File: src/core/adcc_pkg.sv
/*
 * adcc_pkg: register indices, field positions, reset values and codes
 * for the converter control shell.
 * Assumes register index n sits at byte address 4*n on the register bus.
 */
package adcc_pkg;
  // ----------------------------------------------------------------
  // register indices (byte address is four times the index)
  // ----------------------------------------------------------------
  localparam logic [7:0] IDX_CONTROL_A = 8'h00;
  localparam logic [7:0] IDX_CLOCK_DIVIDER_CTL = 8'h01;
  localparam logic [7:0] IDX_TIMEBASE_REFERENCE_CTL = 8'h02;
  localparam logic [7:0] IDX_WINDOW_CTL = 8'h03;
  localparam logic [7:0] IDX_INTERRUPT_ENABLES = 8'h04;
  localparam logic [7:0] IDX_INTERRUPT_FLAGS = 8'h05;
  localparam logic [7:0] IDX_BUSY_STATUS = 8'h06;
  localparam logic [7:0] IDX_DEBUG_CTL = 8'h07;
  localparam logic [7:0] IDX_SAMPLE_DURATION_CTL = 8'h08;
  localparam logic [7:0] IDX_ACCUMULATION_CTL = 8'h09;
  localparam logic [7:0] IDX_CONVERSION_COMMAND = 8'h0A;
  localparam logic [7:0] IDX_AMPLIFIER_CTL = 8'h0B;
  localparam logic [7:0] IDX_POSITIVE_INPUT_SELECT = 8'h0C;
  localparam logic [7:0] IDX_NEGATIVE_INPUT_SELECT = 8'h0D;
  localparam logic [7:0] IDX_CONVERSION_RESULT = 8'h10;
  localparam logic [7:0] IDX_LAST_SAMPLE = 8'h14;
  localparam logic [7:0] IDX_SCRATCH_BYTE_0 = 8'h18;
  localparam logic [7:0] IDX_SCRATCH_BYTE_1 = 8'h19;
  localparam logic [7:0] IDX_SCRATCH_BYTE_2 = 8'h1A;
  localparam logic [7:0] IDX_WINDOW_LOW_THRESHOLD = 8'h1C;
  localparam logic [7:0] IDX_WINDOW_HIGH_THRESHOLD = 8'h1E;
  localparam int ADDR_W = 8;

  // ----------------------------------------------------------------
  // field positions
  // ----------------------------------------------------------------
  localparam int CA_ENABLE = 0;
  localparam int CA_KEEP_ANALOG_ON = 5;
  localparam int CA_RUN_IN_STANDBY = 7;
  localparam int WC_SOURCE_SELECT = 3;
  localparam int DBG_RUN_WHEN_HALTED = 0;
  localparam int AF_FREE_RUN = 5;
  localparam int FL_RESULT_READY = 0;
  localparam int FL_SAMPLE_READY = 1;
  localparam int FL_WINDOW_MATCH = 2;
  localparam int FL_RESULT_OVERWRITE = 3;
  localparam int FL_SAMPLE_OVERWRITE = 4;
  localparam int FL_TRIGGER_COLLISION = 5;
  localparam int NUM_FLAGS = 6;

  // ----------------------------------------------------------------
  // codes and reset values
  // ----------------------------------------------------------------
  localparam logic [2:0] START_STOP = 3'h0;
  localparam logic [2:0] START_IMMEDIATE = 3'h1;
  localparam logic [2:0] START_EVENT_TRIGGER = 3'h2;
  localparam logic [2:0] WCM_NONE = 3'h0;
  localparam logic [2:0] WCM_BELOW = 3'h1;
  localparam logic [2:0] WCM_ABOVE = 3'h2;
  localparam logic [2:0] WCM_INSIDE = 3'h3;
  localparam logic [2:0] WCM_OUTSIDE = 3'h4;
  localparam logic [7:0] REG8_RESET = 8'h00;
  localparam logic [1:0] RESP_OKAY = 2'h0;
  localparam logic [1:0] RESP_SLVERR = 2'h2;

  typedef enum logic {ADCC_IDLE, ADCC_BUSY} adcc_state_e;
endpackage : adcc_pkg

File: src/core/adcc_ctrl.sv
/*
 * adcc_ctrl: digital control shell of the converter: register file on
 * AXI4-Lite, start and trigger handling, ready / overwrite / window
 * flags, event pulses, interrupt requests, sleep and debug gating.
 * Assumes the analog core outside converts on analog_start, reports each
 * sample on analog_sample_valid and the final output on
 * analog_result_valid (the last one of a conversion), and that all
 * inputs are synchronous to aclk.
 */
// Behaviour
// one-cycle events equal to their flag conditions
// event starts only with event-trigger start setting
// trigger while busy sets collision flag
// new sample over unread sample flags error
// new result over unread result flags error
// sample ready flag on new sample
// result ready flag on new result
// window flag per source and compare mode
// conditions set flags; one enable per source
// request while enabled and flagged, until cleared
// idle/standby entry lets running conversion finish
// idle takes events; standby only with run_in_standby
// standby keeps analog powered with both bits
// power-down aborts conversion immediately
// debug halt with run_when_halted keeps running
// debug halt otherwise finishes, then halts
// window on result low half or sample
// result window at end, sample window each
// flags clear by writing one, zero ignored
// busy from start until outputs written
`timescale 1ns/100ps
module adcc_ctrl
  import adcc_pkg::*;
(
  // clock and reset
  input wire logic aclk,
  input wire logic aresetn,
  // axi4-lite write address and data
  input wire logic [ADDR_W-1:0] s_axi_awaddr,
  input wire logic s_axi_awvalid,
  output logic s_axi_awready,
  input wire logic [31:0] s_axi_wdata,
  input wire logic [3:0] s_axi_wstrb,
  input wire logic s_axi_wvalid,
  output logic s_axi_wready,
  // axi4-lite write response
  output logic [1:0] s_axi_bresp,
  output logic s_axi_bvalid,
  input wire logic s_axi_bready,
  // axi4-lite read
  input wire logic [ADDR_W-1:0] s_axi_araddr,
  input wire logic s_axi_arvalid,
  output logic s_axi_arready,
  output logic [31:0] s_axi_rdata,
  output logic [1:0] s_axi_rresp,
  output logic s_axi_rvalid,
  input wire logic s_axi_rready,
  // system state
  input wire logic sleep_idle,
  input wire logic sleep_standby,
  input wire logic sleep_power_down,
  input wire logic debug_halt,
  // event routing
  input wire logic start_event,
  output logic per_conversion_event,
  output logic conversion_done_event,
  output logic window_match_event,
  // interrupt vectors
  output logic irq_error,
  output logic irq_sample_ready,
  output logic irq_result_ready,
  // analog core
  output logic analog_start,
  output logic analog_abort,
  output logic analog_power,
  input wire logic analog_sample_valid,
  input wire logic [15:0] analog_sample,
  input wire logic analog_result_valid,
  input wire logic [31:0] analog_result
);

  typedef struct packed {
    logic awready;
    logic wready;
    logic have_aw;
    logic have_w;
    logic [ADDR_W-1:0] waddr;
    logic [31:0] wdata;
    logic [3:0] wstrb;
    logic bvalid;
    logic [1:0] bresp;
    logic arready;
    logic rvalid;
    logic [31:0] rdata;
    logic [1:0] rresp;
    logic [7:0] control_a;
    logic [7:0] clock_divider_ctl;
    logic [7:0] timebase_reference_ctl;
    logic [7:0] window_ctl;
    logic [7:0] interrupt_enables;
    logic [NUM_FLAGS-1:0] interrupt_flags;
    logic [7:0] debug_ctl;
    logic [7:0] sample_duration_ctl;
    logic [7:0] accumulation_ctl;
    logic [7:0] conversion_command;
    logic [7:0] amplifier_ctl;
    logic [7:0] positive_input_select;
    logic [7:0] negative_input_select;
    logic [7:0] scratch_byte_0;
    logic [7:0] scratch_byte_1;
    logic [7:0] scratch_byte_2;
    logic [15:0] window_low_threshold;
    logic [15:0] window_high_threshold;
    logic [31:0] conversion_result;
    logic [15:0] last_sample;
    logic sample_unread;
    logic result_unread;
    adcc_state_e state;
    logic event_prev;
    logic per_conversion_event;
    logic conversion_done_event;
    logic window_match_event;
    logic irq_error;
    logic irq_sample_ready;
    logic irq_result_ready;
    logic analog_start;
    logic analog_abort;
    logic analog_power;
  } adcc_state_s;

  adcc_state_s st;
  adcc_state_s next_st;

  // ----------------------------------------------------------------
  // helpers
  // ----------------------------------------------------------------
  function automatic logic [7:0] reg_index(input logic [ADDR_W-1:0] addr);
    reg_index = {2'h0, addr[ADDR_W-1:2]};
  endfunction : reg_index

  function automatic logic [15:0] merge16(input logic [15:0] old_v,
                                          input logic [31:0] data,
                                          input logic [3:0] strb);
    merge16 = {strb[1] ? data[15:8] : old_v[15:8], strb[0] ? data[7:0] : old_v[7:0]};
  endfunction : merge16

  function automatic logic window_hit(input logic [2:0] mode, input logic [15:0] v,
                                      input logic [15:0] lo, input logic [15:0] hi);
    unique case (mode)
      WCM_BELOW: window_hit = v < lo;
      WCM_ABOVE: window_hit = v > hi;
      WCM_INSIDE: window_hit = (v > lo) && (v < hi);
      WCM_OUTSIDE: window_hit = (v < lo) || (v > hi);
      default: window_hit = 1'b0;
    endcase
  endfunction : window_hit

  // ----------------------------------------------------------------
  // next state
  // ----------------------------------------------------------------
  always_comb begin
    logic do_write;
    logic do_read;
    logic [7:0] widx;
    logic [7:0] ridx;
    logic [31:0] rd;
    logic mapped;
    logic enabled;
    logic standby_run;
    logic halted;
    logic ev_ok;
    logic ev_edge;
    logic sw_trig;
    logic ev_trig;
    logic fr_trig;
    logic trig;
    logic win_src_sample;
    logic win_hit;
    logic [NUM_FLAGS-1:0] set_f;
    logic [NUM_FLAGS-1:0] clr_f;
    logic [NUM_FLAGS-1:0] act;
    do_write = 1'b0;
    do_read = 1'b0;
    widx = 8'h00;
    ridx = 8'h00;
    rd = 32'h0000_0000;
    mapped = 1'b0;
    set_f = '0;
    clr_f = '0;
    {enabled, standby_run, halted, ev_ok, ev_edge, sw_trig, ev_trig, fr_trig, trig} = '0;
    {win_src_sample, win_hit, act} = '0;
    next_st = st;
    next_st.per_conversion_event = 1'b0;
    next_st.conversion_done_event = 1'b0;
    next_st.window_match_event = 1'b0;
    next_st.analog_start = 1'b0;
    next_st.analog_abort = 1'b0;

    // -------------------------------------------------------------
    // bus write: address and data taken in either order
    // -------------------------------------------------------------
    if (s_axi_awvalid && st.awready) begin
      next_st.have_aw = 1'b1;
      next_st.waddr = s_axi_awaddr;
      next_st.awready = 1'b0;
    end
    if (s_axi_wvalid && st.wready) begin
      next_st.have_w = 1'b1;
      next_st.wdata = s_axi_wdata;
      next_st.wstrb = s_axi_wstrb;
      next_st.wready = 1'b0;
    end
    if (st.have_aw && st.have_w && !st.bvalid) begin
      do_write = 1'b1;
      widx = reg_index(st.waddr);
      next_st.have_aw = 1'b0;
      next_st.have_w = 1'b0;
      next_st.bvalid = 1'b1;
      next_st.bresp = RESP_OKAY;
    end
    if (st.bvalid && s_axi_bready) begin
      next_st.bvalid = 1'b0;
      next_st.awready = 1'b1;
      next_st.wready = 1'b1;
    end
    if (do_write) begin
      unique case (widx)
        IDX_CONTROL_A: if (st.wstrb[0]) next_st.control_a = st.wdata[7:0];
        IDX_CLOCK_DIVIDER_CTL: if (st.wstrb[0]) next_st.clock_divider_ctl = st.wdata[7:0];
        IDX_TIMEBASE_REFERENCE_CTL:
          if (st.wstrb[0]) next_st.timebase_reference_ctl = st.wdata[7:0];
        IDX_WINDOW_CTL: if (st.wstrb[0]) next_st.window_ctl = st.wdata[7:0];
        IDX_INTERRUPT_ENABLES: if (st.wstrb[0]) next_st.interrupt_enables = st.wdata[7:0];
        IDX_INTERRUPT_FLAGS:
          if (st.wstrb[0]) clr_f = st.wdata[NUM_FLAGS-1:0];
        IDX_DEBUG_CTL: if (st.wstrb[0]) next_st.debug_ctl = st.wdata[7:0];
        IDX_SAMPLE_DURATION_CTL: if (st.wstrb[0]) next_st.sample_duration_ctl = st.wdata[7:0];
        IDX_ACCUMULATION_CTL: if (st.wstrb[0]) next_st.accumulation_ctl = st.wdata[7:0];
        IDX_CONVERSION_COMMAND: if (st.wstrb[0]) next_st.conversion_command = st.wdata[7:0];
        IDX_AMPLIFIER_CTL: if (st.wstrb[0]) next_st.amplifier_ctl = st.wdata[7:0];
        IDX_POSITIVE_INPUT_SELECT:
          if (st.wstrb[0]) next_st.positive_input_select = st.wdata[7:0];
        IDX_NEGATIVE_INPUT_SELECT:
          if (st.wstrb[0]) next_st.negative_input_select = st.wdata[7:0];
        IDX_SCRATCH_BYTE_0: if (st.wstrb[0]) next_st.scratch_byte_0 = st.wdata[7:0];
        IDX_SCRATCH_BYTE_1: if (st.wstrb[0]) next_st.scratch_byte_1 = st.wdata[7:0];
        IDX_SCRATCH_BYTE_2: if (st.wstrb[0]) next_st.scratch_byte_2 = st.wdata[7:0];
        IDX_WINDOW_LOW_THRESHOLD:
          next_st.window_low_threshold = merge16(st.window_low_threshold, st.wdata, st.wstrb);
        IDX_WINDOW_HIGH_THRESHOLD:
          next_st.window_high_threshold = merge16(st.window_high_threshold, st.wdata, st.wstrb);
        IDX_BUSY_STATUS, IDX_CONVERSION_RESULT, IDX_LAST_SAMPLE: ;
        default: next_st.bresp = RESP_SLVERR;
      endcase
    end

    // -------------------------------------------------------------
    // bus read: one cycle after the address is taken
    // -------------------------------------------------------------
    if (s_axi_arvalid && st.arready) begin
      do_read = 1'b1;
      ridx = reg_index(s_axi_araddr);
      next_st.arready = 1'b0;
    end
    if (do_read) begin
      mapped = 1'b1;
      unique case (ridx)
        IDX_CONTROL_A: rd[7:0] = st.control_a;
        IDX_CLOCK_DIVIDER_CTL: rd[7:0] = st.clock_divider_ctl;
        IDX_TIMEBASE_REFERENCE_CTL: rd[7:0] = st.timebase_reference_ctl;
        IDX_WINDOW_CTL: rd[7:0] = st.window_ctl;
        IDX_INTERRUPT_ENABLES: rd[7:0] = st.interrupt_enables;
        IDX_INTERRUPT_FLAGS: rd[NUM_FLAGS-1:0] = st.interrupt_flags;
        IDX_BUSY_STATUS: rd[0] = (st.state == ADCC_BUSY);
        IDX_DEBUG_CTL: rd[7:0] = st.debug_ctl;
        IDX_SAMPLE_DURATION_CTL: rd[7:0] = st.sample_duration_ctl;
        IDX_ACCUMULATION_CTL: rd[7:0] = st.accumulation_ctl;
        IDX_CONVERSION_COMMAND: rd[7:0] = st.conversion_command;
        IDX_AMPLIFIER_CTL: rd[7:0] = st.amplifier_ctl;
        IDX_POSITIVE_INPUT_SELECT: rd[7:0] = st.positive_input_select;
        IDX_NEGATIVE_INPUT_SELECT: rd[7:0] = st.negative_input_select;
        IDX_CONVERSION_RESULT: rd = st.conversion_result;
        IDX_LAST_SAMPLE: rd[15:0] = st.last_sample;
        IDX_SCRATCH_BYTE_0: rd[7:0] = st.scratch_byte_0;
        IDX_SCRATCH_BYTE_1: rd[7:0] = st.scratch_byte_1;
        IDX_SCRATCH_BYTE_2: rd[7:0] = st.scratch_byte_2;
        IDX_WINDOW_LOW_THRESHOLD: rd[15:0] = st.window_low_threshold;
        IDX_WINDOW_HIGH_THRESHOLD: rd[15:0] = st.window_high_threshold;
        default: mapped = 1'b0;
      endcase
      next_st.rvalid = 1'b1;
      next_st.rdata = rd;
      next_st.rresp = mapped ? RESP_OKAY : RESP_SLVERR;
      // reading a value marks it as seen by software
      if (ridx == IDX_CONVERSION_RESULT) next_st.result_unread = 1'b0;
      if (ridx == IDX_LAST_SAMPLE) next_st.sample_unread = 1'b0;
    end
    if (st.rvalid && s_axi_rready) begin
      next_st.rvalid = 1'b0;
      next_st.arready = 1'b1;
    end

    // -------------------------------------------------------------
    // start gating by sleep and debug state
    // -------------------------------------------------------------
    enabled = st.control_a[CA_ENABLE];
    standby_run = st.control_a[CA_RUN_IN_STANDBY];
    // a halt only blocks event and free-run starts, not software starts, so a running conversion completes
    halted = (sleep_standby && !standby_run)
             || (debug_halt && !st.debug_ctl[DBG_RUN_WHEN_HALTED]);
    ev_ok = enabled && !sleep_power_down && !halted;
    ev_edge = start_event && !st.event_prev;
    next_st.event_prev = start_event;
    sw_trig = do_write && (widx == IDX_CONVERSION_COMMAND) && st.wstrb[0]
              && (st.wdata[2:0] == START_IMMEDIATE) && enabled && !sleep_power_down;
    ev_trig = ev_edge && (st.conversion_command[2:0] == START_EVENT_TRIGGER)
              && ev_ok;
    fr_trig = analog_result_valid && (st.state == ADCC_BUSY)
              && st.accumulation_ctl[AF_FREE_RUN] && ev_ok;
    trig = sw_trig || ev_trig;

    // -------------------------------------------------------------
    // conversion sequence
    // -------------------------------------------------------------
    unique case (st.state)
      ADCC_IDLE: begin
        if (trig) begin
          next_st.state = ADCC_BUSY;
          next_st.analog_start = 1'b1;
        end
      end
      ADCC_BUSY: begin
        if (trig) set_f[FL_TRIGGER_COLLISION] = 1'b1;
        if (analog_result_valid && !fr_trig) next_st.state = ADCC_IDLE;
        if (fr_trig) next_st.analog_start = 1'b1;
      end
    endcase
    if (sleep_power_down && st.state == ADCC_BUSY) begin
      // partial outputs are dropped; no flag is raised for them
      next_st.state = ADCC_IDLE;
      next_st.analog_abort = 1'b1;
    end

    // -------------------------------------------------------------
    // outputs of a conversion
    // -------------------------------------------------------------
    win_src_sample = st.window_ctl[WC_SOURCE_SELECT];
    win_hit = 1'b0;
    if (analog_sample_valid && st.state == ADCC_BUSY && !sleep_power_down) begin
      next_st.last_sample = analog_sample;
      next_st.sample_unread = 1'b1;
      set_f[FL_SAMPLE_READY] = 1'b1;
      if (st.sample_unread) set_f[FL_SAMPLE_OVERWRITE] = 1'b1;
      if (win_src_sample) begin
        win_hit = window_hit(st.window_ctl[2:0], analog_sample,
                             st.window_low_threshold, st.window_high_threshold);
      end
    end
    if (analog_result_valid && st.state == ADCC_BUSY && !sleep_power_down) begin
      next_st.conversion_result = analog_result;
      next_st.result_unread = 1'b1;
      set_f[FL_RESULT_READY] = 1'b1;
      if (st.result_unread) set_f[FL_RESULT_OVERWRITE] = 1'b1;
      if (!win_src_sample) begin
        win_hit = window_hit(st.window_ctl[2:0], analog_result[15:0],
                             st.window_low_threshold, st.window_high_threshold);
      end
    end
    set_f[FL_WINDOW_MATCH] = win_hit;

    // -------------------------------------------------------------
    // flags, events and requests
    // -------------------------------------------------------------
    // a set in the same cycle as a clear wins
    next_st.interrupt_flags = (st.interrupt_flags & ~clr_f) | set_f;
    next_st.per_conversion_event = set_f[FL_SAMPLE_READY];
    next_st.conversion_done_event = set_f[FL_RESULT_READY];
    next_st.window_match_event = set_f[FL_WINDOW_MATCH];
    act = next_st.interrupt_flags & next_st.interrupt_enables[NUM_FLAGS-1:0];
    next_st.irq_error = act[FL_TRIGGER_COLLISION] || act[FL_SAMPLE_OVERWRITE]
                        || act[FL_RESULT_OVERWRITE];
    next_st.irq_sample_ready = act[FL_SAMPLE_READY]
                               || (act[FL_WINDOW_MATCH] && win_src_sample);
    next_st.irq_result_ready = act[FL_RESULT_READY]
                               || (act[FL_WINDOW_MATCH] && !win_src_sample);

    // analog power: kept on between conversions only with keep_analog_on,
    // and in standby only when run_in_standby is also set
    next_st.analog_power = enabled && !sleep_power_down
                           && ((next_st.state == ADCC_BUSY)
                               || (st.control_a[CA_KEEP_ANALOG_ON]
                                   && (!sleep_standby || standby_run)));

    if (!aresetn) begin
      next_st = '0;
      next_st.awready = 1'b1;
      next_st.wready = 1'b1;
      next_st.arready = 1'b1;
      next_st.state = ADCC_IDLE;
    end
  end

  always_ff @(posedge aclk) begin
    st <= next_st;
  end

  // ----------------------------------------------------------------
  // outputs
  // ----------------------------------------------------------------
  assign s_axi_awready = st.awready;
  assign s_axi_wready = st.wready;
  assign s_axi_bvalid = st.bvalid;
  assign s_axi_bresp = st.bresp;
  assign s_axi_arready = st.arready;
  assign s_axi_rvalid = st.rvalid;
  assign s_axi_rdata = st.rdata;
  assign s_axi_rresp = st.rresp;
  assign per_conversion_event = st.per_conversion_event;
  assign conversion_done_event = st.conversion_done_event;
  assign window_match_event = st.window_match_event;
  assign irq_error = st.irq_error;
  assign irq_sample_ready = st.irq_sample_ready;
  assign irq_result_ready = st.irq_result_ready;
  assign analog_start = st.analog_start;
  assign analog_abort = st.analog_abort;
  assign analog_power = st.analog_power;

endmodule : adcc_ctrl

File: config.mk
export PLATFORM = sky130hd
export DESIGN_NAME = adcc_ctrl
export DESIGN_NICKNAME = d
export VERILOG_FILES = /design/src/core/adcc_pkg.sv /design/src/core/adcc_ctrl.sv
export SDC_FILE = /design/constraint.sdc
export NUM_CORES = 1
export LEC_CHECK = 0
export BUFFER_PORTS_ARGS = -buffer_cell sky130_fd_sc_hd__buf_2
export CAP_MARGIN = 5
export CORE_MARGIN = 10
export CORE_UTILIZATION = 63
export CTS_CLUSTER_DIAMETER = 120
export DETAILED_ROUTE_END_ITERATION = 6
export PLACE_DENSITY_LB_ADDON = 0.3
export SYNTH_ARGS = -nofsm -noshare
export SYNTH_HDL_FRONTEND = slang
export SYNTH_SLANG_ARGS = --single-unit
File: constraint.sdc
create_clock -name aclk -period 5.1 [get_ports aclk]
set_clock_uncertainty 0.1 [all_clocks]
set_input_delay 1.02 -clock aclk [delete_from_list [all_inputs] [get_ports aclk]]
set_output_delay 1.02 -clock aclk [all_outputs]
set_load 0.05 [all_outputs]
==> results.toml <==
[clock_tree]
cts.repair.resized = 0
clock-root-buffer = "clkbuf_16"
cts.sinks = 285
cts_buffers = 29
path_clk_slew_ns = 0.06
postCtsSetupRepairBufs = 0
ctsHtreeMaxLevel = 1
cts_tree = "built"
worstSkewPairLatency_ns = 0.56
clk_path_buf_depth = 3
hold_buffers = 0

[pwr]
seq_power_share_pct = 46.7
power_switching_mw = 1.14
combPwrFrac_pct = 6.0
clockPowerShare_pct = 47.3
p_leak_nw = 5.74
vdd_drop_max_uv = 272
p_total_mw = 4.88
p_sw_share_pct = 23.4
p_int_mw = 3.74
p_per_area_mw_per_mm2 = 324

[synth]
synth_top_family_by_area = "simple AND/OR/NAND/NOR gates"
synthMuxAreaShare_pct = 8.31
synthXorXnorAreaFrac_pct = 0.130
ys_ff_latch = 285
synth_fa_ha_area_share_pct = 5.93
synth-compound-area-share_pct = 16.6
syn_area_mm2 = 0.0135
synth_top_area_share_pct = 42.2
syn_avg_cell_area_um2 = 8.56
ys.flop_type = "dfxtp_1"
synth_simple_gate_area_share_pct = 20.6
synth_cell_types = 75
synth_top_cells_by_area = "dfxtp_1 (42%), mux2i_1 (8.2%), nand2_1 (6.8%)"
synth-seq-area-share_pct = 42.2
synth-edff-count = 0
yosysTopAreaCell = "dfxtp_1"
synth_warnings = 0
syn-instance-count = 1579
synthArstFlopShare_pct = 0
syn_nets = 1757

[place]
dpl_cell_area_mm2 = 0.0140
io_buffer_count = 139
dp_cells = 1874
preCtsSetupSlack_ns = 1.27
gp_congestion = 0.949
dpl.hpwl_um = 28600

[finish]
multi_input_comb_area_mm2 = 0.00698
nets = 1808
final_util_pct = 71.5
fillCellCount = 1638
drive_gt1_share_pct = 14.2
fin_area_mm2 = 0.0151
largest_reg_flops = 236
largest-register = "st"
area_growth_syn_to_layout_pct = 11.5
antenna_cells = 0
instances_no_fill = 1928
ff_latch_area_mm2 = 0.00571

[detailed_routing]
viasPerCell = 6.30
routed_wl_um = 41000
vias = 12155
drc = 0
wl_per_cell_um = 21.3
dr.first_iter.drc_count = 1489
firstDrtPassIters = 7
antenna_left = 0

[setup_path]
rr_startpoint = "s_axi_arready"
critical_path.max_fanout = 17
crit_type = "in2reg"
setup.worst_path.start = "s_axi_arvalid"
critPathLaunchType = "input port"
cp.arrival_ns = 3.74
worstSetupEndpointType = "flop"
worstPathRequired_ns = 5.45

[flow_run]
drv_cap = 0

[global_routing]
gr-usage-all-layers_pct = 27.9
grt.overflow.total = 0
top_usage_layer = "met2"
use_met2_pct = 43.5
use_met1_pct = 36.5
grtUsageMet3_pct = 8.24
antenna_found_initial = 1
grt_max_degree = 148
grt_pass1_wl_um = 64300
grt_pass1_vias = 11630

[timing]
fmax_mhz = 295
finalSetupTns_ns = 0
worst_pin_slew_ns = 1.44
setup_viol = 0
slew_violations = 0
fin_crit_sh_pct = 66.5
whs_ns = 0.352
hold_violations = 0
finalCriticalPeriod_ns = 3.39
setup_slack_ns = 1.71
grt_setup_unrepaired = "false"
max-slew-margin-rel_pct = 3.68

[min_path]
hp-class = "reg2reg"
min_from = "st[127]"

[status]
outcome = "finished clean"

[floorplanning]
chipWidth_um = 166
core.rowCount = 53
io_pins = 164
die_height_um = 166
initial_core_util_pct = 64.1
core_mm2 = 0.0211
dieArea_mm2 = 0.0277
-- placed cells by master (no fill, tap or decap), types with 6 or more instances in the layout --
cell type  synthesis  routed
nand2b_1           8       8
ha_1              64      64
a222oi_1          24      24
a221oi_1           9       9
and2_1             6       6
buf_2              9     139
a22o_1             8       8
nand3_1           51      51
nand4_1           20      20
buf_4             38      14
dfxtp_1          285     285
nor3_1            11      11
o211ai_1           8       8
a21o_1             6       6
inv_1             42      42
nand2_1          244     244
o22ai_1            6       6
nor2b_1           12      12
clkbuf_16          0      29
o21ai_0           21      21
nor2_1           172     172
clkbuf_8           0       7
clkinv_2           0       6
a22oi_1           65      65
and3_1            14      14
nor2_2             9       9
a21oi_1          161     161
mux2i_1          111     111
-- critical path, cell delays in order --
cell and delay, ns:
buf_2 0.22, and4b_1 0.79, and3_1 0.94, a222oi_1 0.28, and4_1 0.24, a221oi_1 0.25
-- power by group through the flow --
stage               combinational, mW  sequential [mW]  clock, mW
floorplan                       0.191             2.31          0
global placement                0.281             2.33          0
detailed placement              0.285             2.33          0
CTS                             0.287             2.28       2.31
global route                    0.317             2.28       2.40
finish                          0.293             2.28       2.31
-- cell type report --
| class | count | area share [%] |
|---|---|---|
| multi-input cells | 1117 | 46.3 |
| flip-flops and latches | 285 | 37.9 |
| clock buffers | 40 | 5.56 |
| repair buffers | 154 | 5.45 |
| well taps | 275 | 2.28 |
| clock inverters | 14 | 1.44 |
| inverters | 43 | 1.12 |
-- routing by layer --
metal	wire length, um	up-vias
met5	20	-
met4	1230	2
met3	4850	98
met2	18400	696
met1	16500	5709
li1	-	5650
-- path summary, 6_finish.rpt --
check	to	slack (ns)	cells past startpoint
max	s_axi_rdata[1]	1.71	6
max reg2reg	s_axi_rdata[1]	1.77	5
min	st[127]	0.35	2
min reg2reg	st[127]	0.35	2
-- kinds of logic after synthesis --
family                     after synthesis
AOI/OAI and AO/OA                      342
xor gates and xnor gates                 2
adders and majority gates               64
buffers and inverters                  177
DFF                                    285
muxes                                  112
other                                    1
and+or+nand+nor                        596
-- synth_stat cells (3+ instances only) --
cell / count
nand2_1: 244
o22ai_1: 6
mux2i_1: 111
nor3_1: 11
a221o_1: 3
nand3b_1: 5
a221oi_1: 9
and2_1: 6
nor4_1: 4
or4b_1: 3
a31oi_1: 5
and3_1: 14
buf_1: 5
dfxtp_1: 285
a32oi_1: 3
nor2_1: 172
clkbuf_1: 79
inv_1: 42
a22oi_1: 65
nand4_1: 20
and4_1: 3
a222oi_1: 24
nor2_2: 9
nor3b_1: 4
a21oi_1: 161
o211ai_1: 8
buf_2: 9
buf_4: 38
o21ai_0: 21
nand3_1: 51
nor2b_1: 12
a311oi_1: 3
a2111oi_0: 4
a21o_1: 6
and3b_1: 4
ha_1: 64
a211oi_1: 5
a22o_1: 8
nand2b_1: 8
Power figures use the tool's default switching activity.
